File: config.mk
export PLATFORM = sky130hd
export DESIGN_NAME = mccrt_top
export DESIGN_NICKNAME = d
export VERILOG_FILES = /design/src/rtl/mccrt_pkg.sv /design/src/rtl/mccrt_top.sv
export SDC_FILE = /design/constraint.sdc
export NUM_CORES = 1
export LEC_CHECK = 0
export BUFFER_PORTS_ARGS = -buffer_cell sky130_fd_sc_hd__buf_2
export CORE_MARGIN = 2
export CORE_UTILIZATION = 45
export DETAILED_ROUTE_END_ITERATION = 12
export PLACE_DENSITY = 0.71
export SETUP_SLACK_MARGIN = 0.3
export SYNTH_ARGS = -nofsm -noshare
export SYNTH_HDL_FRONTEND = slang
export SYNTH_SLANG_ARGS = --single-unit
File: constraint.sdc
create_clock -name I_MCLK -period 4.86 [get_ports I_MCLK]
set_clock_uncertainty 0.1 [all_clocks]
set_input_delay 0.972 -clock I_MCLK [delete_from_list [all_inputs] [get_ports I_MCLK]]
set_output_delay 0.972 -clock I_MCLK [all_outputs]
set_load 0.05 [all_outputs]
File: src/rtl/mccrt_pkg.sv
// Constants shared by the main clock, time base and tone unit
package mccrt_pkg;

  // ==========================================================
  // Register indices (byte address is four times the index)
  localparam logic [7:0] IDX_CLOCK_CONTROL_STATUS = 8'h2C;
  localparam logic [7:0] IDX_TONE_CONTROL_REG     = 8'h2D;
  localparam logic [7:0] IDX_EVENT_STATUS         = 8'h2E;
  localparam logic [7:0] IDX_EVENT_MASK           = 8'h2F;
  localparam logic [7:0] IDX_POWER_STATE          = 8'h30;

  // ==========================================================
  // Field positions in clock_control_status
  localparam int POS_CLOCK_OUT_SELECT    = 7;
  localparam int POS_CPU_DIVIDER_SELECT  = 5;
  localparam int POS_SLOW_MODE_SELECT    = 4;
  localparam int POS_TIME_BASE_SELECT    = 2;
  localparam int POS_TICK_IRQ_ENABLE     = 1;
  localparam int POS_TICK_IRQ_FLAG       = 0;

  // Event status bit positions
  localparam int POS_EV_TICK             = 0;
  localparam int POS_EV_WAKE             = 1;
  localparam int NUM_EVENTS              = 2;

  // ==========================================================
  // Reset values
  localparam logic [7:0] RST_CLOCK_CONTROL_STATUS = 8'h00;
  localparam logic [1:0] RST_TONE_SELECT          = 2'h0;
  localparam logic [1:0] RST_EVENT_MASK           = 2'h0;

  // ==========================================================
  // Time base periods in oscillator clock cycles
  localparam int TB_PERIOD_0 = 16000;
  localparam int TB_PERIOD_1 = 32000;
  localparam int TB_PERIOD_2 = 80000;
  localparam int TB_PERIOD_3 = 200000;

  // Tone half periods, from the tone frequency at an 8 MHz oscillator
  localparam int OSC_FREQ_HZ   = 8000000;
  localparam int TONE_HZ_1     = 2000;
  localparam int TONE_HZ_2     = 1000;
  localparam int TONE_HZ_3     = 500;
  localparam int TONE_HALF_1   = OSC_FREQ_HZ / (2 * TONE_HZ_1);
  localparam int TONE_HALF_2   = OSC_FREQ_HZ / (2 * TONE_HZ_2);
  localparam int TONE_HALF_3   = OSC_FREQ_HZ / (2 * TONE_HZ_3);

  // ==========================================================
  // Power states, one-hot
  typedef enum logic [3:0] {
    PWR_RUN   = 4'b0001,
    PWR_WAIT  = 4'b0010,
    PWR_AHALT = 4'b0100,
    PWR_HALT  = 4'b1000
  } mccrt_pwr_e;

endpackage

File: src/rtl/mccrt_top.sv
// Main clock unit: CPU clock divider, clock out, time base and tone
//
// How it works
// - slow mode off gives full oscillator rate
// - slow mode divides by 2, 4, 8, 16
// - clock out select drives the pin
// - clock out suspended in active halt
// - time base periods 16000 to 200000 cycles
// - new time base applies after current period
// - period end sets the tick flag
// - status register read clears the tick flag
// - tick request needs flag, enable, no mask
// - halt with tick enable enters active halt
// - active halt counts, freezes registers, tick wakes
// - halt freezes all; only other source wakes
// - wait leaves unit running; tick wakes
// - tone output with three selectable frequencies
// - tone codes off, 2k, 1k, 500 Hz
// - control status register resets to zero
//
// Our own choices: the address map and the AHB-Lite interface to the registers.
`timescale 1ns/1ps
`default_nettype none

module mccrt_top #(
  parameter int TB_CYC_0   = mccrt_pkg::TB_PERIOD_0,
  parameter int TB_CYC_1   = mccrt_pkg::TB_PERIOD_1,
  parameter int TB_CYC_2   = mccrt_pkg::TB_PERIOD_2,
  parameter int TB_CYC_3   = mccrt_pkg::TB_PERIOD_3,
  parameter int TONE_CYC_1 = mccrt_pkg::TONE_HALF_1,
  parameter int TONE_CYC_2 = mccrt_pkg::TONE_HALF_2,
  parameter int TONE_CYC_3 = mccrt_pkg::TONE_HALF_3
) (
  // Clock and reset
  input  wire logic        I_MCLK,
  input  wire logic        I_RESET_N,
  // AHB-Lite slave
  input  wire logic        I_HSEL,
  input  wire logic [31:0] I_HADDR,
  input  wire logic [1:0]  I_HTRANS,
  input  wire logic        I_HWRITE,
  input  wire logic [2:0]  I_HSIZE,
  input  wire logic [31:0] I_HWDATA,
  input  wire logic        I_HREADY,
  output logic      [31:0] O_HRDATA,
  output logic             O_HREADYOUT,
  output logic             O_HRESP,
  // CPU core power control
  input  wire logic        I_WAIT_REQ,
  input  wire logic        I_HALT_REQ,
  input  wire logic        I_EXT_WAKE,
  input  wire logic        I_GLOBAL_MASK,
  output logic      [3:0]  O_PWR_STATE,
  output logic             O_WAKE,
  // Divided CPU clock as an enable on the oscillator clock
  output logic             O_CPU_CLK_EN,
  // Clock out and tone pins
  output logic             O_CLK_OUT,
  output logic             O_CLK_OUT_OE_N,
  output logic             O_TONE,
  output logic             O_TONE_OE_N,
  // Interrupts
  output logic             O_TICK_IRQ_REQ,
  output logic             O_IRQ
);
  import mccrt_pkg::*;

  // ==========================================================
  // Helpers

  // True when a byte address hits a register index
  function automatic logic idx_hit(input logic [31:0] a,
                                   input logic [7:0]  idx);
    idx_hit = (a[31:2] == {22'h000000, idx});
  endfunction

  // Time base period minus one for a select code
  function automatic logic [17:0] tb_last(input logic [1:0] s);
    case (s)
      2'h0:    tb_last = 18'(TB_CYC_0 - 1);
      2'h1:    tb_last = 18'(TB_CYC_1 - 1);
      2'h2:    tb_last = 18'(TB_CYC_2 - 1);
      default: tb_last = 18'(TB_CYC_3 - 1);
    endcase
  endfunction

  // ==========================================================
  // State

  logic [7:0]  ccs_q;            // Control status register
  logic [7:0]  ccs_d;
  logic [1:0]  tone_sel_q;       // Tone select
  logic [1:0]  ev_status_q;      // Sticky events
  logic [1:0]  ev_status_d;
  logic [1:0]  ev_mask_q;        // Event mask
  mccrt_pwr_e  pwr_q;            // Power state
  mccrt_pwr_e  pwr_d;
  logic [17:0] tb_cnt_q;         // Time base counter
  logic [1:0]  tb_act_q;         // Time base select in force
  logic [3:0]  div_cnt_q;        // CPU clock divider
  logic [13:0] tone_cnt_q;       // Tone half period counter
  logic        tone_q;           // Tone level
  logic        clk_out_q;        // Clock out level
  logic        clk_out_oe_n_q;   // Clock out enable
  logic        tone_oe_n_q;      // Tone enable
  logic        wake_q;           // Wake pulse
  logic [31:0] hrdata_q;         // Read data
  logic        wr_pend_q;        // Write data phase pending
  logic [7:0]  wr_idx_q;         // Write target index

  // ==========================================================
  // Bus decode

  wire         acc      = I_HSEL & I_HTRANS[1] & I_HREADY;
  wire         rd_acc   = acc & ~I_HWRITE;
  wire         wr_acc   = acc & I_HWRITE;
  wire         rd_ccs   = rd_acc & idx_hit(I_HADDR, IDX_CLOCK_CONTROL_STATUS);
  wire         frozen   = (pwr_q == PWR_AHALT) | (pwr_q == PWR_HALT);
  wire         wr_en    = wr_pend_q & ~frozen;
  wire         wr_ccs   = wr_en & (wr_idx_q == IDX_CLOCK_CONTROL_STATUS);
  wire         wr_tone  = wr_en & (wr_idx_q == IDX_TONE_CONTROL_REG);
  wire         wr_evs   = wr_en & (wr_idx_q == IDX_EVENT_STATUS);
  wire         wr_evm   = wr_en & (wr_idx_q == IDX_EVENT_MASK);

  // Field views
  wire         clock_out_select      = ccs_q[POS_CLOCK_OUT_SELECT];
  wire [1:0]   cp_sel   = ccs_q[POS_CPU_DIVIDER_SELECT +: 2];
  wire         slow_mode_select      = ccs_q[POS_SLOW_MODE_SELECT];
  wire [1:0]   tb_sel   = ccs_q[POS_TIME_BASE_SELECT +: 2];
  wire         tick_ie  = ccs_q[POS_TICK_IRQ_ENABLE];
  wire         tick_fl  = ccs_q[POS_TICK_IRQ_FLAG];

  // Read mux
  wire [31:0]  rd_val =
      idx_hit(I_HADDR, IDX_CLOCK_CONTROL_STATUS) ? {24'h000000, ccs_q} :
      idx_hit(I_HADDR, IDX_TONE_CONTROL_REG) ? {30'h0, tone_sel_q} :
      idx_hit(I_HADDR, IDX_EVENT_STATUS)     ? {30'h0, ev_status_q} :
      idx_hit(I_HADDR, IDX_EVENT_MASK)       ? {30'h0, ev_mask_q} :
      idx_hit(I_HADDR, IDX_POWER_STATE)      ? {28'h0, pwr_q} :
      32'h00000000;

  // ==========================================================
  // Time base

  wire         tb_run   = (pwr_q != PWR_HALT);
  wire         tb_end   = tb_run & (tb_cnt_q == tb_last(tb_act_q));

  // Counter and select in force; the new select waits for the period end
  always_ff @(posedge I_MCLK or negedge I_RESET_N) begin
    if (!I_RESET_N) begin
      tb_cnt_q <= 18'h00000;
      tb_act_q <= 2'h0;
    end else if (tb_end) begin
      tb_cnt_q <= 18'h00000;
      tb_act_q <= tb_sel;
    end else if (tb_run) begin
      tb_cnt_q <= tb_cnt_q + 18'h00001;
    end
  end

  // ==========================================================
  // Control status register

  // Software writes all bits but the flag; reads clear the flag
  always_comb begin
    ccs_d = ccs_q;
    if (wr_ccs) begin
      ccs_d[7:1] = I_HWDATA[7:1];
    end
    if (rd_ccs) begin
      ccs_d[POS_TICK_IRQ_FLAG] = 1'b0;
    end
    if (tb_end) begin
      ccs_d[POS_TICK_IRQ_FLAG] = 1'b1;
    end
  end

  // Register update
  always_ff @(posedge I_MCLK or negedge I_RESET_N) begin
    if (!I_RESET_N) begin
      ccs_q <= RST_CLOCK_CONTROL_STATUS;
    end else begin
      ccs_q <= ccs_d;
    end
  end

  // Tone select and event mask
  always_ff @(posedge I_MCLK or negedge I_RESET_N) begin
    if (!I_RESET_N) begin
      tone_sel_q <= RST_TONE_SELECT;
      ev_mask_q  <= RST_EVENT_MASK;
    end else begin
      if (wr_tone) begin
        tone_sel_q <= I_HWDATA[1:0];
      end
      if (wr_evm) begin
        ev_mask_q <= I_HWDATA[1:0];
      end
    end
  end

  // ==========================================================
  // Power state

  wire         tick_req = tick_fl & tick_ie & ~I_GLOBAL_MASK;

  // Halt choice, wake sources per state
  always_comb begin
    pwr_d = pwr_q;
    case (pwr_q)
      PWR_RUN: begin
        if (I_HALT_REQ) begin
          pwr_d = tick_ie ? PWR_AHALT : PWR_HALT;
        end else if (I_WAIT_REQ) begin
          pwr_d = PWR_WAIT;
        end
      end
      PWR_WAIT: begin
        if (tick_req | I_EXT_WAKE) begin
          pwr_d = PWR_RUN;
        end
      end
      PWR_AHALT: begin
        if (tick_req | I_EXT_WAKE) begin
          pwr_d = PWR_RUN;
        end
      end
      PWR_HALT: begin
        if (I_EXT_WAKE) begin
          pwr_d = PWR_RUN;
        end
      end
      default: pwr_d = PWR_RUN;
    endcase
  end

  // State and wake pulse
  always_ff @(posedge I_MCLK or negedge I_RESET_N) begin
    if (!I_RESET_N) begin
      pwr_q  <= PWR_RUN;
      wake_q <= 1'b0;
    end else begin
      pwr_q  <= pwr_d;
      wake_q <= (pwr_q != PWR_RUN) & (pwr_d == PWR_RUN);
    end
  end

  // ==========================================================
  // Event status, set wins over write-one clear

  wire [1:0]   ev_set = {wake_q, tb_end};

  genvar gi;
  generate
    for (gi = 0; gi < NUM_EVENTS; gi++) begin : g_ev
      assign ev_status_d[gi] = ev_set[gi] |
          (ev_status_q[gi] & ~(wr_evs & I_HWDATA[gi]));
    end
  endgenerate

  // Sticky status
  always_ff @(posedge I_MCLK or negedge I_RESET_N) begin
    if (!I_RESET_N) begin
      ev_status_q <= 2'h0;
    end else begin
      ev_status_q <= ev_status_d;
    end
  end

  // ==========================================================
  // CPU clock divider

  wire [3:0]   div_last = 4'((5'h02 << cp_sel) - 5'h01);
  wire         cpu_stop = frozen;
  wire         div_wrap = (div_cnt_q >= div_last);
  wire         cpu_en   = ~cpu_stop & (~slow_mode_select | div_wrap);

  // Divider counter
  always_ff @(posedge I_MCLK or negedge I_RESET_N) begin
    if (!I_RESET_N) begin
      div_cnt_q <= 4'h0;
    end else if (~slow_mode_select | div_wrap | cpu_stop) begin
      div_cnt_q <= 4'h0;
    end else begin
      div_cnt_q <= div_cnt_q + 4'h1;
    end
  end

  // ==========================================================
  // Clock out pin

  wire         co_on = clock_out_select & (pwr_q != PWR_AHALT);

  // Toggles on each CPU clock enable while selected
  always_ff @(posedge I_MCLK or negedge I_RESET_N) begin
    if (!I_RESET_N) begin
      clk_out_q      <= 1'b0;
      clk_out_oe_n_q <= 1'b1;
    end else begin
      clk_out_oe_n_q <= ~clock_out_select;
      if (!co_on) begin
        clk_out_q <= 1'b0;
      end else if (cpu_en) begin
        clk_out_q <= ~clk_out_q;
      end
    end
  end

  // ==========================================================
  // Tone generator

  wire [13:0]  tone_last =
      (tone_sel_q == 2'h1) ? 14'(TONE_CYC_1 - 1) :
      (tone_sel_q == 2'h2) ? 14'(TONE_CYC_2 - 1) :
                             14'(TONE_CYC_3 - 1);
  wire         tone_on  = (tone_sel_q != 2'h0) & (pwr_q != PWR_HALT);

  // Square wave, half period per code
  always_ff @(posedge I_MCLK or negedge I_RESET_N) begin
    if (!I_RESET_N) begin
      tone_cnt_q  <= 14'h0000;
      tone_q      <= 1'b0;
      tone_oe_n_q <= 1'b1;
    end else begin
      tone_oe_n_q <= (tone_sel_q == 2'h0);
      if (!tone_on) begin
        tone_cnt_q <= 14'h0000;
        tone_q     <= 1'b0;
      end else if (tone_cnt_q >= tone_last) begin
        tone_cnt_q <= 14'h0000;
        tone_q     <= ~tone_q;
      end else begin
        tone_cnt_q <= tone_cnt_q + 14'h0001;
      end
    end
  end

  // ==========================================================
  // Bus slave, zero wait states

  // Read data is captured at the address phase; writes land a cycle later
  always_ff @(posedge I_MCLK or negedge I_RESET_N) begin
    if (!I_RESET_N) begin
      hrdata_q  <= 32'h00000000;
      wr_pend_q <= 1'b0;
      wr_idx_q  <= 8'h00;
    end else begin
      wr_pend_q <= wr_acc;
      if (wr_acc) begin
        wr_idx_q <= (I_HADDR[31:10] == 22'h000000) ? I_HADDR[9:2] : 8'hFF;
      end
      if (rd_acc) begin
        hrdata_q <= rd_val;
      end
    end
  end

  // ==========================================================
  // Outputs

  assign O_HRDATA       = hrdata_q;
  assign O_HREADYOUT    = 1'b1;
  assign O_HRESP        = 1'b0;
  assign O_PWR_STATE    = pwr_q;
  assign O_WAKE         = wake_q;
  assign O_CPU_CLK_EN   = cpu_en;
  assign O_CLK_OUT      = clk_out_q;
  assign O_CLK_OUT_OE_N = clk_out_oe_n_q;
  assign O_TONE         = tone_q;
  assign O_TONE_OE_N    = tone_oe_n_q;
  assign O_TICK_IRQ_REQ = tick_req;
  assign O_IRQ          = |(ev_status_q & ev_mask_q);

endmodule

`default_nettype wire

==> reports/summary.txt <==
Leakage = 2.29 nW
Cell Count, Final, Fillers Out = 635
Vias per cell = 5.16
Main area contributors after synthesis = dfrtp_1 43%, nor2_1 5.7%, buf_4 4.8%
Unrepaired setup endpoints after global routing = no
Area growth, synth to finish = 12.8%
Fill cell count = 871
Largest net degree at the start of global routing = 79
Synth warn = 0
Status = completed
Placed cells = 619
Crit path required time = 3790 ps
CP max FO = 5
Ys flop type = dfrtp_1
Gp weighted congestion = 0.848
Antenna violations before repair = 0
Clk slew on worst S/H paths = 80 ps
Final Cycle Share = 0.661
R2R Path Start = O_PWR_STATE[0]
Drt total wl = 9170 um
#FFs+latches synth = 78
Minimum clock period = 3210 ps
DRT iter0 DRCs = 144
Syn Inst Count = 442
CTS tree = done
WP depth = 7
Worst VDD drop = 144 uV
Final Slew Violations = 0
Hold Crit Depth = 1
Global route total overflow = 0
CTS H-Tree Depth = 3
CP Data Arrival Time = 2140 ps
Placed cell areas = 0.00465 sq mm
# resized after CTS = 0
Final setup TNS = 0 ps
Max Cap Viol = 0
DRT met1 WL = 4230 um
Critical path's slowest cell = dfrtp_1
WL/cell = 14.4 um
Area of the die = 0.0104 sq mm
Hold_buf cts = 0
ANT nets after route = 0
Commonest cells post-synth = 75 x dfrtp_1, 66 x nor2_1, 28 x buf_4
Post-synthesis cell type count = 62
Via count = 3276
Fin. Hold Viols = 0
Hold_sp = tone_cnt_q[0]
Most frequent cell after synthesis = dfrtp_1
Worst Setup SP = ccs_q[6]
Antenna cells = 0
Crit path max-delay family = compound AO/OA/AOI/OAI gates
Post-synth EDFFs = 0
Relative max-transition margin = 0.240
Io pins = 124
Fin nets = 592
Fraction of layout cells with a size suffix above 1 = 0.215
Worst path cell trace = nor2_1 > ha_1 > a21o_1 > a21oi_1 > o21ai_0 > nor2b_1 > buf_2
Vias in the first global route = 3109
Global-route wire length before repair = 14800 um
PD cells = 389 mW/mm^2
Clock Tree Buf Depth = 2
Post-synth top area share = 0.433
Final core occ = 0.527
Mapped Avg Cell Area = 9.81 sq um
Sinks on Clock Net = 78
Sequential fraction of the synthesis area = 0.451
Drt pass-1 iters = 4
Fmax achieved = 311 MHz
Post-Synthesis Cell Area = 0.00433 sq mm
DIE WIDTH = 102 um
Final Cell Area = 0.00489 sq mm
Root Driver = clkbuf_8
Post-CTS Setup Repair Bufs = 0
Post-DP HPWL = 6670 um
Post-route DRC = 0
Bufs and invs on worst path = 1
Port bufs = 67
Routed wl met2 = 4530 um
Critical Setup Path Class = register to output pin
Initial Util = 0.467
CP Launch Type = register
Setup-failing EPs final = 0
Gr usage total = 0.179
Rows = 35
Die H = 102 um
Core area = 0.00928 sq mm
Reg2Reg Depth = 4
Worst-Margin Slew = 1130 ps
Hold Crit Class = register to register
Detailed-routed wire length on met3 = 326 um
Largest stage delay on the critical path = 410 ps
Synth async-reset ratio = 1.00
Uppermost layer routed = met4
Tot Pwr = 1.90 mW
Cell taking the most area after synthesis = dfrtp_1
TritonCTS buffer count = 9
Clock Latency Late Sink = 350 ps
Crit. End Element = output pin
power by group:
group | switching (mW) | leakage [nW] | total, mW | internal (mW)
sequential | 0.109 | 0.988 | 0.844 | 0.735
combinational | 0.309 | 1.19 | 0.478 | 0.169
clock | 0.239 | 0.112 | 0.579 | 0.340
total | 0.656 | 2.29 | 1.90 | 1.24
path summary, 6_finish.rpt:
check / end / slack (ps)
setup / recovery: O_CPU_CLK_EN / 1650
hold / removal: tone_cnt_q[0] / 370
setup reg to reg: tb_act_q[1] / 1890
hold reg to reg: tone_cnt_q[0] / 370
max in group asynchronous: ccs_q[2] / 3360
min in group asynchronous: tone_cnt_q[8] / 670
layout by cell type (no fill, tap or decap), types with 7 or more instances in the layout:
master and count:
a21oi_1 17, dfrtp_1 75, buf_2 66, nor3_1 13, xor2_1 13, inv_1 19
clkbuf_8 9, nand3_1 13, nor4_1 8, xnor2_1 19, ha_1 13, nor2_1 66
and3_1 7, mux2_2 12, conb_1 26, nand2_1 25
sequential cells by signal, indices dropped and copies added (netlist names), 4 cells and up:
signal       cells
O_HRDATA         8
O_PWR_STATE      4
tone_cnt_q      14
div_cnt_q        4
ccs_q            8
tb_cnt_q        18
wr_idx_q         8
final cells by class:
| type | instances | area, sq um | share of cell area |
|---|---|---|---|
| Timing Repair Buffer | 67 | 338 | 0.0691 |
| Tap cell | 129 | 161 | 0.0330 |
| Sequential cell | 78 | 1960 | 0.400 |
| Clock inverter | 6 | 110 | 0.0225 |
| Inverter | 19 | 71.3 | 0.0146 |
| Clock buffer | 10 | 128 | 0.0261 |
| Multi-Input combinational cell | 326 | 2120 | 0.435 |
metal layers:
layer | vias up | track usage
met1 | 1600 | 0.242
met3 | 7 | 0.0321
met2 | 59 | 0.290
met4 | 0 | 0.0677
li1 | 1610 | -
met5 | - | 0
worst reg2reg max path: stages (launching register included):
cell and delay [ps]:
dfstp_2 670, nor4b_4 120, or4b_4 610, nor4_4 1000, mux2_4 350
per-stage QoR:
| stage | hold slack (ps) | setup WS, ps |
|---|---|---|
| global route | 404 | 1420 |
| finish | 371 | 1650 |
| global placement | 345 | 1800 |
| detailed placement | 358 | 1770 |
| floorplan | 300 | 1920 |
| CTS | 378 | 1630 |
kinds of logic after synthesis:
logic type | Yosys count | synth area share
AO/OA/AOI/OAI | 59 | 0.0959
flip-flops | 78 | 0.451
buffers and inverters | 62 | 0.0794
XOR/XNOR | 32 | 0.0647
AND/OR/NAND/NOR | 180 | 0.227
other | 2 | 0.00173
multiplexers | 16 | 0.0427
adder cells (fa/ha/maj) | 13 | 0.0375
No activity file was read; power rests on OpenSTA's default activity.
